**config.mk**
```make
export PLATFORM = sky130hd
export DESIGN_NAME = irc_ctrl
export DESIGN_NICKNAME = d
export VERILOG_FILES = /design/src/shared/irc_pkg.sv /design/src/irc_cycle_match.sv /design/src/irc_ctrl.sv
export SDC_FILE = /design/constraint.sdc
export NUM_CORES = 1
export LEC_CHECK = 0
export BUFFER_PORTS_ARGS = -buffer_cell sky130_fd_sc_hd__buf_2
export CAP_MARGIN = 20
export CELL_PAD_IN_SITES_DETAIL_PLACEMENT = 0
export CELL_PAD_IN_SITES_GLOBAL_PLACEMENT = 1
export CORE_MARGIN = 3
export CORE_UTILIZATION = 25
export CTS_CLUSTER_SIZE = 12
export DETAILED_ROUTE_END_ITERATION = 7
export GPL_TIMING_DRIVEN = 0
export PLACE_DENSITY_LB_ADDON = 0.1
export SLEW_MARGIN = 0
export SYNTH_ARGS = -nofsm -noshare
export SYNTH_HDL_FRONTEND = slang
export SYNTH_SLANG_ARGS = --single-unit
```
**constraint.sdc**
```tcl
create_clock -name clk_i -period 2.4 [get_ports clk_i]
set_input_delay 0.24 -clock clk_i [delete_from_list [all_inputs] [get_ports clk_i]]
set_output_delay 0.24 -clock clk_i [all_outputs]
set_load 0.1 [all_outputs]
```
**src/shared/irc_pkg.sv**
```systemverilog
// constants, field layout and state encoding for the iso receive context control block
// assumes a classic wishbone slave port with 12 address bits and 32-bit data
package irc_pkg;

  // ==========================================================
  // register byte addresses, context 0
  localparam logic [11:0] ADR_CTRL_SET = 12'h400;
  localparam logic [11:0] ADR_CTRL_CLR = 12'h404;
  localparam logic [11:0] ADR_IRQ_STAT = 12'h410;
  localparam logic [11:0] ADR_IRQ_MASK = 12'h414;

  // ==========================================================
  // control register field positions
  localparam int BIT_PACKED  = 31;
  localparam int BIT_HEADER  = 30;
  localparam int BIT_SOC     = 29;
  localparam int BIT_MULTI   = 28;
  localparam int BIT_RUN     = 15;
  localparam int BIT_WAKE    = 12;
  localparam int BIT_DEAD    = 11;
  localparam int BIT_ACTIVE  = 10;
  localparam int SPD_LSB     = 5;
  localparam int EVT_LSB     = 0;

  // ==========================================================
  // reset values
  localparam logic       CTRL_BIT_RST = 1'b0;
  localparam logic [2:0] SPD_RST      = 3'h0;
  localparam logic [2:0] IRQ_RST      = 3'h0;
  localparam logic [31:0] DAT_RST     = 32'h0000_0000;

  // ==========================================================
  // receive speed codes
  localparam logic [2:0] SPD_S100 = 3'h0;
  localparam logic [2:0] SPD_S200 = 3'h1;
  localparam logic [2:0] SPD_S400 = 3'h2;

  // ==========================================================
  // completion event codes, encodings are arbitrary
  localparam logic [4:0] EVT_ACK_COMPLETE   = 5'h01;
  localparam logic [4:0] EVT_ACK_DATA_ERROR = 5'h02;
  localparam logic [4:0] EVT_LONG_PACKET    = 5'h03;
  localparam logic [4:0] EVT_OVERRUN        = 5'h04;
  localparam logic [4:0] EVT_DESC_READ      = 5'h05;
  localparam logic [4:0] EVT_DATA_WRITE     = 5'h06;
  localparam logic [4:0] EVT_UNKNOWN        = 5'h0e;

  // ==========================================================
  // interrupt status and mask bits
  localparam int IRQ_ACTIVATED = 0;
  localparam int IRQ_DEAD      = 1;
  localparam int IRQ_PKT       = 2;

  // ==========================================================
  // context state, gray along idle, wait, active, dead
  typedef enum logic [1:0] {
    ST_IDLE   = 2'b00,
    ST_WAIT   = 2'b01,
    ST_ACTIVE = 2'b11,
    ST_DEAD   = 2'b10
  } irc_state_t;

endpackage

```
**src/irc_cycle_match.sv**
```systemverilog
// start-on-cycle comparator for one iso receive context
// assumes cycle_start_i is a one-cycle pulse with the cycle number valid beside it
module irc_cycle_match (
  // cycle timer
  input  wire logic        cycle_start_i,
  input  wire logic [12:0] bus_cycle_number_i,
  // match register field
  input  wire logic [12:0] cycle_compare_value_i,
  // result
  output logic             hit_o
);

  // ==========================================================
  // compare
  // 13-bit compare on cycle start
  assign hit_o = cycle_start_i & (bus_cycle_number_i == cycle_compare_value_i);

endmodule

```
**src/irc_ctrl.sv**
```systemverilog
// control, status and interrupt logic of one isochronous receive dma context
// assumes a descriptor engine beside it giving fetch, fatal and packet done pulses,
// and mask and match registers held elsewhere
// ==========================================================
//
// Decided for this implementation: the register addresses and the Wishbone register port.
module irc_ctrl (
  // system
  input  wire logic        clk_i,
  input  wire logic        rst_i,
  input  wire logic        soft_rst_i,
  // wishbone slave
  input  wire logic        cyc_i,
  input  wire logic        stb_i,
  input  wire logic        we_i,
  input  wire logic [11:0] adr_i,
  input  wire logic [3:0]  sel_i,
  input  wire logic [31:0] dat_i,
  output logic      [31:0] dat_o,
  output logic             ack_o,
  // cycle timer and match register
  input  wire logic        cycle_start_i,
  input  wire logic [12:0] bus_cycle_number_i,
  input  wire logic [12:0] cycle_compare_value_i,
  // channel filter
  input  wire logic [5:0]  pkt_channel_i,
  input  wire logic [5:0]  match_channel_i,
  input  wire logic [63:0] chan_mask_i,
  output logic             chan_accept_o,
  // descriptor engine
  input  wire logic        desc_fetch_i,
  input  wire logic        fatal_err_i,
  input  wire logic        pkt_done_i,
  input  wire logic [2:0]  pkt_speed_i,
  input  wire logic [4:0]  pkt_evt_i,
  input  wire logic        pkt_len_err_i,
  input  wire logic        pkt_crc_err_i,
  input  wire logic        pkt_overrun_i,
  output logic             active_o,
  output logic             wake_o,
  output logic             packed_buffer_mode_o,
  output logic             header_keep_o,
  output logic             pkt_discard_o,
  // interrupt
  output logic             irq_o
);

  // ==========================================================
  // functions
  function automatic logic nxt_bit(input logic cur, input logic s, input logic c);
    nxt_bit = s ? 1'b1 : (c ? 1'b0 : cur);
  endfunction

  function automatic logic [4:0] evt_filter(input logic [4:0] raw, input logic packed_m);
    case (raw)
      irc_pkg::EVT_ACK_COMPLETE,
      irc_pkg::EVT_DESC_READ,
      irc_pkg::EVT_DATA_WRITE: evt_filter = raw;
      irc_pkg::EVT_ACK_DATA_ERROR,
      irc_pkg::EVT_LONG_PACKET,
      irc_pkg::EVT_OVERRUN: evt_filter = packed_m ? irc_pkg::EVT_UNKNOWN : raw;
      default: evt_filter = irc_pkg::EVT_UNKNOWN;
    endcase
  endfunction

  // ==========================================================
  // declarations
  logic                packed_buffer_mode;
  logic                header_keep;
  logic                start_on_cycle_enable;
  logic                multi_channel_receive;
  logic                run;
  logic                wake;
  logic                dead;
  logic [2:0]          spd;
  logic [4:0]          evt;
  logic [2:0]          irq_stat;
  logic [2:0]          irq_mask;
  logic [2:0]          irq_evt;
  irc_pkg::irc_state_t state;
  irc_pkg::irc_state_t next_state;
  logic                cyc_hit;
  logic                go_active;
  logic                is_active;
  logic                pkt_ok;
  logic                req;
  logic [31:0]         wbits;
  logic [31:0]         set_b;
  logic [31:0]         clr_b;
  logic                wr_mask;
  logic                rd_stat;
  logic [31:0]         ctrl_rd;
  logic [31:0]         rdata;

  // ==========================================================
  // bus decode
  // one request per ack; ack falls the cycle after it rose
  assign req     = cyc_i & stb_i & ~ack_o;
  assign wbits   = dat_i & {{8{sel_i[3]}}, {8{sel_i[2]}}, {8{sel_i[1]}}, {8{sel_i[0]}}};
  assign set_b   = (req & we_i & (adr_i == irc_pkg::ADR_CTRL_SET)) ? wbits : 32'h0000_0000;
  assign clr_b   = (req & we_i & (adr_i == irc_pkg::ADR_CTRL_CLR)) ? wbits : 32'h0000_0000;
  assign wr_mask = req & we_i & (adr_i == irc_pkg::ADR_IRQ_MASK);
  assign rd_stat = req & ~we_i & (adr_i == irc_pkg::ADR_IRQ_STAT);

  // ==========================================================
  // cycle match
  irc_cycle_match u_match (
    .cycle_start_i         (cycle_start_i),
    .bus_cycle_number_i    (bus_cycle_number_i),
    .cycle_compare_value_i (cycle_compare_value_i),
    .hit_o                 (cyc_hit)
  );

  // ==========================================================
  // context state
  assign is_active = (state == irc_pkg::ST_ACTIVE);
  assign go_active = (next_state == irc_pkg::ST_ACTIVE) & ~is_active & ~soft_rst_i;

  always_comb begin
    next_state = state;
    case (state)
      irc_pkg::ST_IDLE: begin
        // defer start until cycle match
        // a dead flag left by a fatal in the stop cycle holds off a restart
        if (run && !dead) begin
          next_state = start_on_cycle_enable ? irc_pkg::ST_WAIT : irc_pkg::ST_ACTIVE;
        end
      end
      irc_pkg::ST_WAIT: begin
        if (!run) begin
          next_state = irc_pkg::ST_IDLE;
        end else if (cyc_hit) begin
          next_state = irc_pkg::ST_ACTIVE;
        end
      end
      irc_pkg::ST_ACTIVE: begin
        // fatal first, so a fatal in the stop cycle still lands in dead
        if (fatal_err_i) begin
          next_state = irc_pkg::ST_DEAD;
        end else if (!run) begin
          next_state = irc_pkg::ST_IDLE;
        end
      end
      irc_pkg::ST_DEAD: begin
        if (!run) begin
          next_state = irc_pkg::ST_IDLE;
        end
      end
      default: next_state = irc_pkg::ST_IDLE;
    endcase
  end

  always_ff @(posedge clk_i) begin
    if (rst_i || soft_rst_i) begin
      state <= irc_pkg::ST_IDLE;
    end else begin
      state <= next_state;
    end
  end

  // ==========================================================
  // control bits
  // mode bits are plain set/clear; changing them mid-run is left to software
  always_ff @(posedge clk_i) begin
    if (rst_i) begin
      packed_buffer_mode    <= irc_pkg::CTRL_BIT_RST;
      header_keep           <= irc_pkg::CTRL_BIT_RST;
      multi_channel_receive <= irc_pkg::CTRL_BIT_RST;
    end else begin
      packed_buffer_mode    <= nxt_bit(packed_buffer_mode, set_b[irc_pkg::BIT_PACKED],
                                       clr_b[irc_pkg::BIT_PACKED]);
      header_keep           <= nxt_bit(header_keep, set_b[irc_pkg::BIT_HEADER],
                                       clr_b[irc_pkg::BIT_HEADER]);
      multi_channel_receive <= nxt_bit(multi_channel_receive, set_b[irc_pkg::BIT_MULTI],
                                       clr_b[irc_pkg::BIT_MULTI]);
    end
  end

  always_ff @(posedge clk_i) begin
    if (rst_i) begin
      start_on_cycle_enable <= irc_pkg::CTRL_BIT_RST;
    end else begin
      start_on_cycle_enable <= nxt_bit(start_on_cycle_enable, set_b[irc_pkg::BIT_SOC],
                                       clr_b[irc_pkg::BIT_SOC] | go_active);
    end
  end

  // run moved only by software or resets
  always_ff @(posedge clk_i) begin
    if (rst_i || soft_rst_i) begin
      run <= irc_pkg::CTRL_BIT_RST;
    end else begin
      run <= nxt_bit(run, set_b[irc_pkg::BIT_RUN], clr_b[irc_pkg::BIT_RUN]);
    end
  end

  // wake set by software, cleared by fetch
  always_ff @(posedge clk_i) begin
    if (rst_i || soft_rst_i) begin
      wake <= irc_pkg::CTRL_BIT_RST;
    end else begin
      wake <= nxt_bit(wake, set_b[irc_pkg::BIT_WAKE], desc_fetch_i);
    end
  end

  // dead flag, the fatal set wins over a run clear, a soft reset wins over the fatal
  always_ff @(posedge clk_i) begin
    if (rst_i) begin
      dead <= irc_pkg::CTRL_BIT_RST;
    end else begin
      dead <= nxt_bit(dead, is_active & fatal_err_i & ~soft_rst_i,
                      clr_b[irc_pkg::BIT_RUN] | soft_rst_i);
    end
  end

  // ==========================================================
  // packet status
  assign pkt_ok = pkt_done_i & is_active;

  always_ff @(posedge clk_i) begin
    if (rst_i) begin
      spd <= irc_pkg::SPD_RST;
    end else if (pkt_ok) begin
      spd <= pkt_speed_i;
    end
  end

  always_ff @(posedge clk_i) begin
    if (rst_i) begin
      evt <= irc_pkg::EVT_UNKNOWN;
    end else if (pkt_ok) begin
      evt <= evt_filter(pkt_evt_i, packed_buffer_mode);
    end
  end

  // back out bad packets in packed mode
  always_ff @(posedge clk_i) begin
    if (rst_i) begin
      pkt_discard_o <= 1'b0;
    end else begin
      pkt_discard_o <= pkt_ok & packed_buffer_mode &
                       (pkt_len_err_i | pkt_crc_err_i | pkt_overrun_i);
    end
  end

  // ==========================================================
  // channel filter
  // multi-channel uses the masks
  // single channel uses the match channel
  assign chan_accept_o = is_active & (multi_channel_receive ? chan_mask_i[pkt_channel_i]
                                      : (pkt_channel_i == match_channel_i));

  assign active_o = is_active;
  assign wake_o   = wake;
  // buffer fill style to the engine
  assign packed_buffer_mode_o = packed_buffer_mode;
  assign header_keep_o        = header_keep;

  // ==========================================================
  // interrupts
  // a read clears status, but an event in that same cycle stays set
  assign irq_evt = {pkt_ok, is_active & fatal_err_i, go_active};

  always_ff @(posedge clk_i) begin
    if (rst_i) begin
      irq_stat <= irc_pkg::IRQ_RST;
    end else begin
      irq_stat <= irq_evt | (rd_stat ? irc_pkg::IRQ_RST : irq_stat);
    end
  end

  always_ff @(posedge clk_i) begin
    if (rst_i) begin
      irq_mask <= irc_pkg::IRQ_RST;
    end else if (wr_mask) begin
      irq_mask <= wbits[2:0];
    end
  end

  assign irq_o = |(irq_stat & irq_mask);

  // ==========================================================
  // read back
  // reserved fields tied to zero
  assign ctrl_rd = {packed_buffer_mode, header_keep, start_on_cycle_enable,
                    multi_channel_receive, 12'h000, run, 2'b00, wake, dead,
                    is_active, 2'b00, spd, evt};

  always_comb begin
    case (adr_i)
      irc_pkg::ADR_CTRL_SET,
      irc_pkg::ADR_CTRL_CLR: rdata = ctrl_rd;
      irc_pkg::ADR_IRQ_STAT: rdata = {29'h0000_0000, irq_stat};
      irc_pkg::ADR_IRQ_MASK: rdata = {29'h0000_0000, irq_mask};
      default:               rdata = irc_pkg::DAT_RST;
    endcase
  end

  always_ff @(posedge clk_i) begin
    if (rst_i) begin
      ack_o <= 1'b0;
      dat_o <= irc_pkg::DAT_RST;
    end else begin
      ack_o <= req;
      if (req && !we_i) begin
        dat_o <= rdata;
      end
    end
  end

  // ==========================================================
  // assertions
  resv_zero_a: assert property (
    @(posedge clk_i) disable iff (rst_i)
    (ctrl_rd[27:16] == 12'h000) && (ctrl_rd[14:13] == 2'b00) && (ctrl_rd[9:8] == 2'b00))
    else $error("reserved control bits not zero");

  wait_match_a: assert property (
    @(posedge clk_i) disable iff (rst_i)
    (state == irc_pkg::ST_WAIT) && !cyc_hit |=> !is_active)
    else $error("context started without cycle match");

  soc_clear_a: assert property (
    @(posedge clk_i) disable iff (rst_i)
    $rose(is_active) && !$past(set_b[irc_pkg::BIT_SOC]) |-> !start_on_cycle_enable)
    else $error("start-on-cycle enable not cleared on activation");

  multi_acc_a: assert property (
    @(posedge clk_i) disable iff (rst_i)
    is_active && multi_channel_receive |-> chan_accept_o == chan_mask_i[pkt_channel_i])
    else $error("multi-channel accept wrong");

  single_acc_a: assert property (
    @(posedge clk_i) disable iff (rst_i)
    !multi_channel_receive && (pkt_channel_i != match_channel_i) |-> !chan_accept_o)
    else $error("foreign channel accepted");

  run_hold_a: assert property (
    @(posedge clk_i) disable iff (rst_i)
    !soft_rst_i && !set_b[irc_pkg::BIT_RUN] && !clr_b[irc_pkg::BIT_RUN] |=> $stable(run))
    else $error("run changed without software or reset");

  wake_clr_a: assert property (
    @(posedge clk_i) disable iff (rst_i)
    desc_fetch_i && !set_b[irc_pkg::BIT_WAKE] |=> !wake)
    else $error("wake survived a descriptor fetch");

  dead_set_a: assert property (
    @(posedge clk_i) disable iff (rst_i)
    is_active && fatal_err_i && !soft_rst_i |=> dead && (state == irc_pkg::ST_DEAD))
    else $error("fatal error did not set dead");

  active_run_a: assert property (
    @(posedge clk_i) disable iff (rst_i)
    is_active |-> $past(run) && !dead)
    else $error("active without run");

  spd_latch_a: assert property (
    @(posedge clk_i) disable iff (rst_i)
    pkt_ok |=> spd == $past(pkt_speed_i))
    else $error("speed field not updated");

  packed_evt_a: assert property (
    @(posedge clk_i) disable iff (rst_i)
    pkt_ok && packed_buffer_mode && (pkt_evt_i == irc_pkg::EVT_OVERRUN)
    |=> evt == irc_pkg::EVT_UNKNOWN)
    else $error("packed mode reported a per-buffer code");

  backout_a: assert property (
    @(posedge clk_i) disable iff (rst_i)
    pkt_ok && packed_buffer_mode && pkt_crc_err_i |=> pkt_discard_o)
    else $error("bad packet not backed out");

endmodule

```
==> results.json <==
{
  "worstSetupStartpointType": "input pin",
  "overflow": 0,
  "via_count": 2742,
  "dp_cells": 603,
  "syn_area_per_cell_sq_um": 8.84,
  "finalWeightedCongestion": 0.770,
  "yosysWarningCount": 0,
  "required_ps": 2160,
  "vias_per_cell": 4.49,
  "final-setup-viol-count": 0,
  "finClkSkew_ps": 5.12,
  "n_fill_cell": 1064,
  "ctsHoldBuffers": 0,
  "peakVddDrop_uv": 190,
  "setup-tns-final_ps": 0,
  "worstSetupPathType": "input pin to output port",
  "fin_ws_ps": 153,
  "max_freq_mhz": 445,
  "rsz0062_at_grt": "false",
  "grt_pass1_wl_um": 13400,
  "ys_async_sr_fraction_pct": 0,
  "ys_types": 45,
  "layout_common_cells": "buf_2, dfxtp_1, nor2_1, nand2_1, a21oi_1",
  "finalHoldViolations": 0,
  "clock_path_buffers": 2,
  "cap_violations": 0,
  "clk_latency_ps": 290,
  "fin_crit_ps": 2250,
  "synth_edf_count": 0,
  "port_buffers": 164,
  "diodes": 0,
  "first_pass_iters": 4,
  "core_sq_um": 9910,
  "final_common_cell": "buf_2",
  "ios": 211,
  "synth_top_family_by_area": "simple AND/OR/NAND/NOR gates",
  "maxSlewViolCount": 0,
  "clkTransAtPathRegs_ps": 80,
  "power_density_nw_per_um2": 415,
  "period_share_pct": 93.6,
  "drtIter0Drc": 97,
  "status": "complete, no violations",
  "p_total_mw": 1.54,
  "synth_fa_ha_area_share_pct": 0,
  "antenna_found_initial": 0,
  "tightest_slew_ps": 552,
  "syn_to_final_growth_pct": 44.6,
  "grt_pass1_vias": 2748,
  "syn_inst": 291,
  "synth_xor_area_share_pct": 6.81,
  "initial_core_util_pct": 26.0,
  "ys_ff_latch": 41,
  "path_max_fanout": 10,
  "drc_errors": 0,
  "cts_max_level": 2,
  "antenna_left": 0,
  "drive_above_1_share_pct": 44.4,
  "synth_compound_area_share_pct": 14.8,
  "synth_mux_area_share_pct": 17.1,
  "cts_sinks": 41,
  "grt_max_degree": 13,
  "synth_simple_gate_area_share_pct": 19.6,
  "end_kind": "output port",
  "gr-usage-all-layers_pct": 14.5,
  "die_h_um": 107,
  "p_leak_nw": 1.69,
  "drt_wl_total_um": 8530,
  "fin_cells": 611,
  "syn-cell-area_sq_um": 2570,
  "hold_path.class": "input pin to flop",
  "wire_per_inst_um": 14.0,
  "numCtsBuffers": 5,
  "cp.arrival_ps": 2010,
  "placementRows": 36,
  "dieArea_sq_um": 11500,
  "cts_setup_buffers": 0,
  "maxSlewHeadroom_pct": 63.2,
  "post-place-ws_ps": 65.8,
  "cts_root_buf": "clkbuf_8",
  "yosysSeqAreaShare_pct": 31.9,
  "cts_tree": "yes",
  "fin_nets": 648,
  "place_hpwl_um": 7150,
  "die_w_um": 107,
  "dominantRegCellSynth": "dfxtp_1"
}
## timing repair
item	4_1_cts	5_1_grt
endpoints found under the hold margin	0	0
gates resized for setup	0	2
setup endpoints to repair	0	1
## cell type report
cell class,count,area [sq um],share of cell area [%]
multi-input combinational,222,1580,42.5
clock buffer,6,72.6,1.95
buffer,35,216,5.82
inverter,8,30.0,0.807
timing repair buffer,164,823,22.1
tap,133,166,4.47
clock inverter,2,10.0,0.269
sequential,41,821,22.1
## through the flow
stage,hold WS [ps],area [sq um],util [%]
2_1_floorplan,319,2650,-
3_3_place_gp,435,3630,36.7
3_5_place_dp,435,3630,36.7
4_1_cts,150,3720,37.5
5_1_grt,159,3720,37.5
6_report,163,3720,37.5
## per-layer routing
layer / up-vias / GRT usage [%] / wire length, um / part of all wire [%]
met1: 1226 / 18.5 / 3690 / 43
met2: 99 / 25.2 / 4160 / 49
met4: 0 / 2.89 / 89 / 1.0
li1: 1409 / - / - / -
met3: 8 / 2.94 / 585 / 6.9
met5: - / 0 / 0 / 0
## state kept, by name (all words and copies together) (netlist names)
signal	flops
run	1
evt	5
irq_stat	3
ack_o	1
dead	1
irq_mask	3
state	2
header_keep_o	1
pkt_discard_o	1
spd	3
wake_o	1
dat_o	16
packed_buffer_mode_o	1
multi_channel_receive	1
start_on_cycle_enable	1
## worst max-delay path, cell delays in order
cell and delay (ps):
buf_4 150, buf_2 300, mux4_2 370, a211oi_1 240, a21oi_1 70, o21ai_1 240
o311ai_4 130, buf_4 250
## Yosys cell counts, types with 2 or more instances
cell type / instances / area share [%]
a2111oi_0: 4 / 1.4
a21boi_0: 2 / 0.58
and4b_1: 2 / 0.78
and3_1: 2 / 0.49
or3_1: 2 / 0.49
nor3_1: 6 / 1.2
mux2i_1: 8 / 3.1
mux4_2: 16 / 14
nand4_1: 5 / 1.2
dfxtp_1: 41 / 32
clkbuf_1: 11 / 1.6
nor2b_1: 2 / 0.49
inv_1: 8 / 1.2
a21oi_1: 22 / 4.3
nand3b_1: 4 / 1.2
buf_4: 17 / 5.0
buf_2: 4 / 0.78
nand3_1: 14 / 2.7
buf_6: 2 / 0.88
o21ai_0: 7 / 1.4
nor4_1: 5 / 1.2
a22oi_1: 13 / 3.8
nor2_1: 27 / 3.9
nand2_1: 27 / 3.9
xnor2_1: 20 / 6.8
## cells by family (layout without fill, tap and decap cells)
logic type                count (synthesis)  after routing
and+or+nand+nor                         103            103
AOI/OAI and AO/OA                        59             59
buffers and inverters                    43            215
DFF                                      41             41
muxes                                    24             24
xor gates and xnor gates                 20             20
other                                     1             16
## path summary, 6_finish.rpt
kind                                        from             to  slack [ps]  cells past startpoint
worst min register to register            evt[3]         evt[3]         450                      2
worst max register to register             ack_o      dat_o[15]         590                      5
worst min-delay path                  soft_rst_i       state[0]         160                      2
worst max-delay path            pkt_channel_i[1]  chan_accept_o         150                      8
## power breakdown
part           total, mW  internal, mW  switching [mW]
clock network      0.437         0.202           0.235
logic              0.425         0.190           0.235
registers          0.681         0.680        0.000559
(Power assumes the default switching activity.)
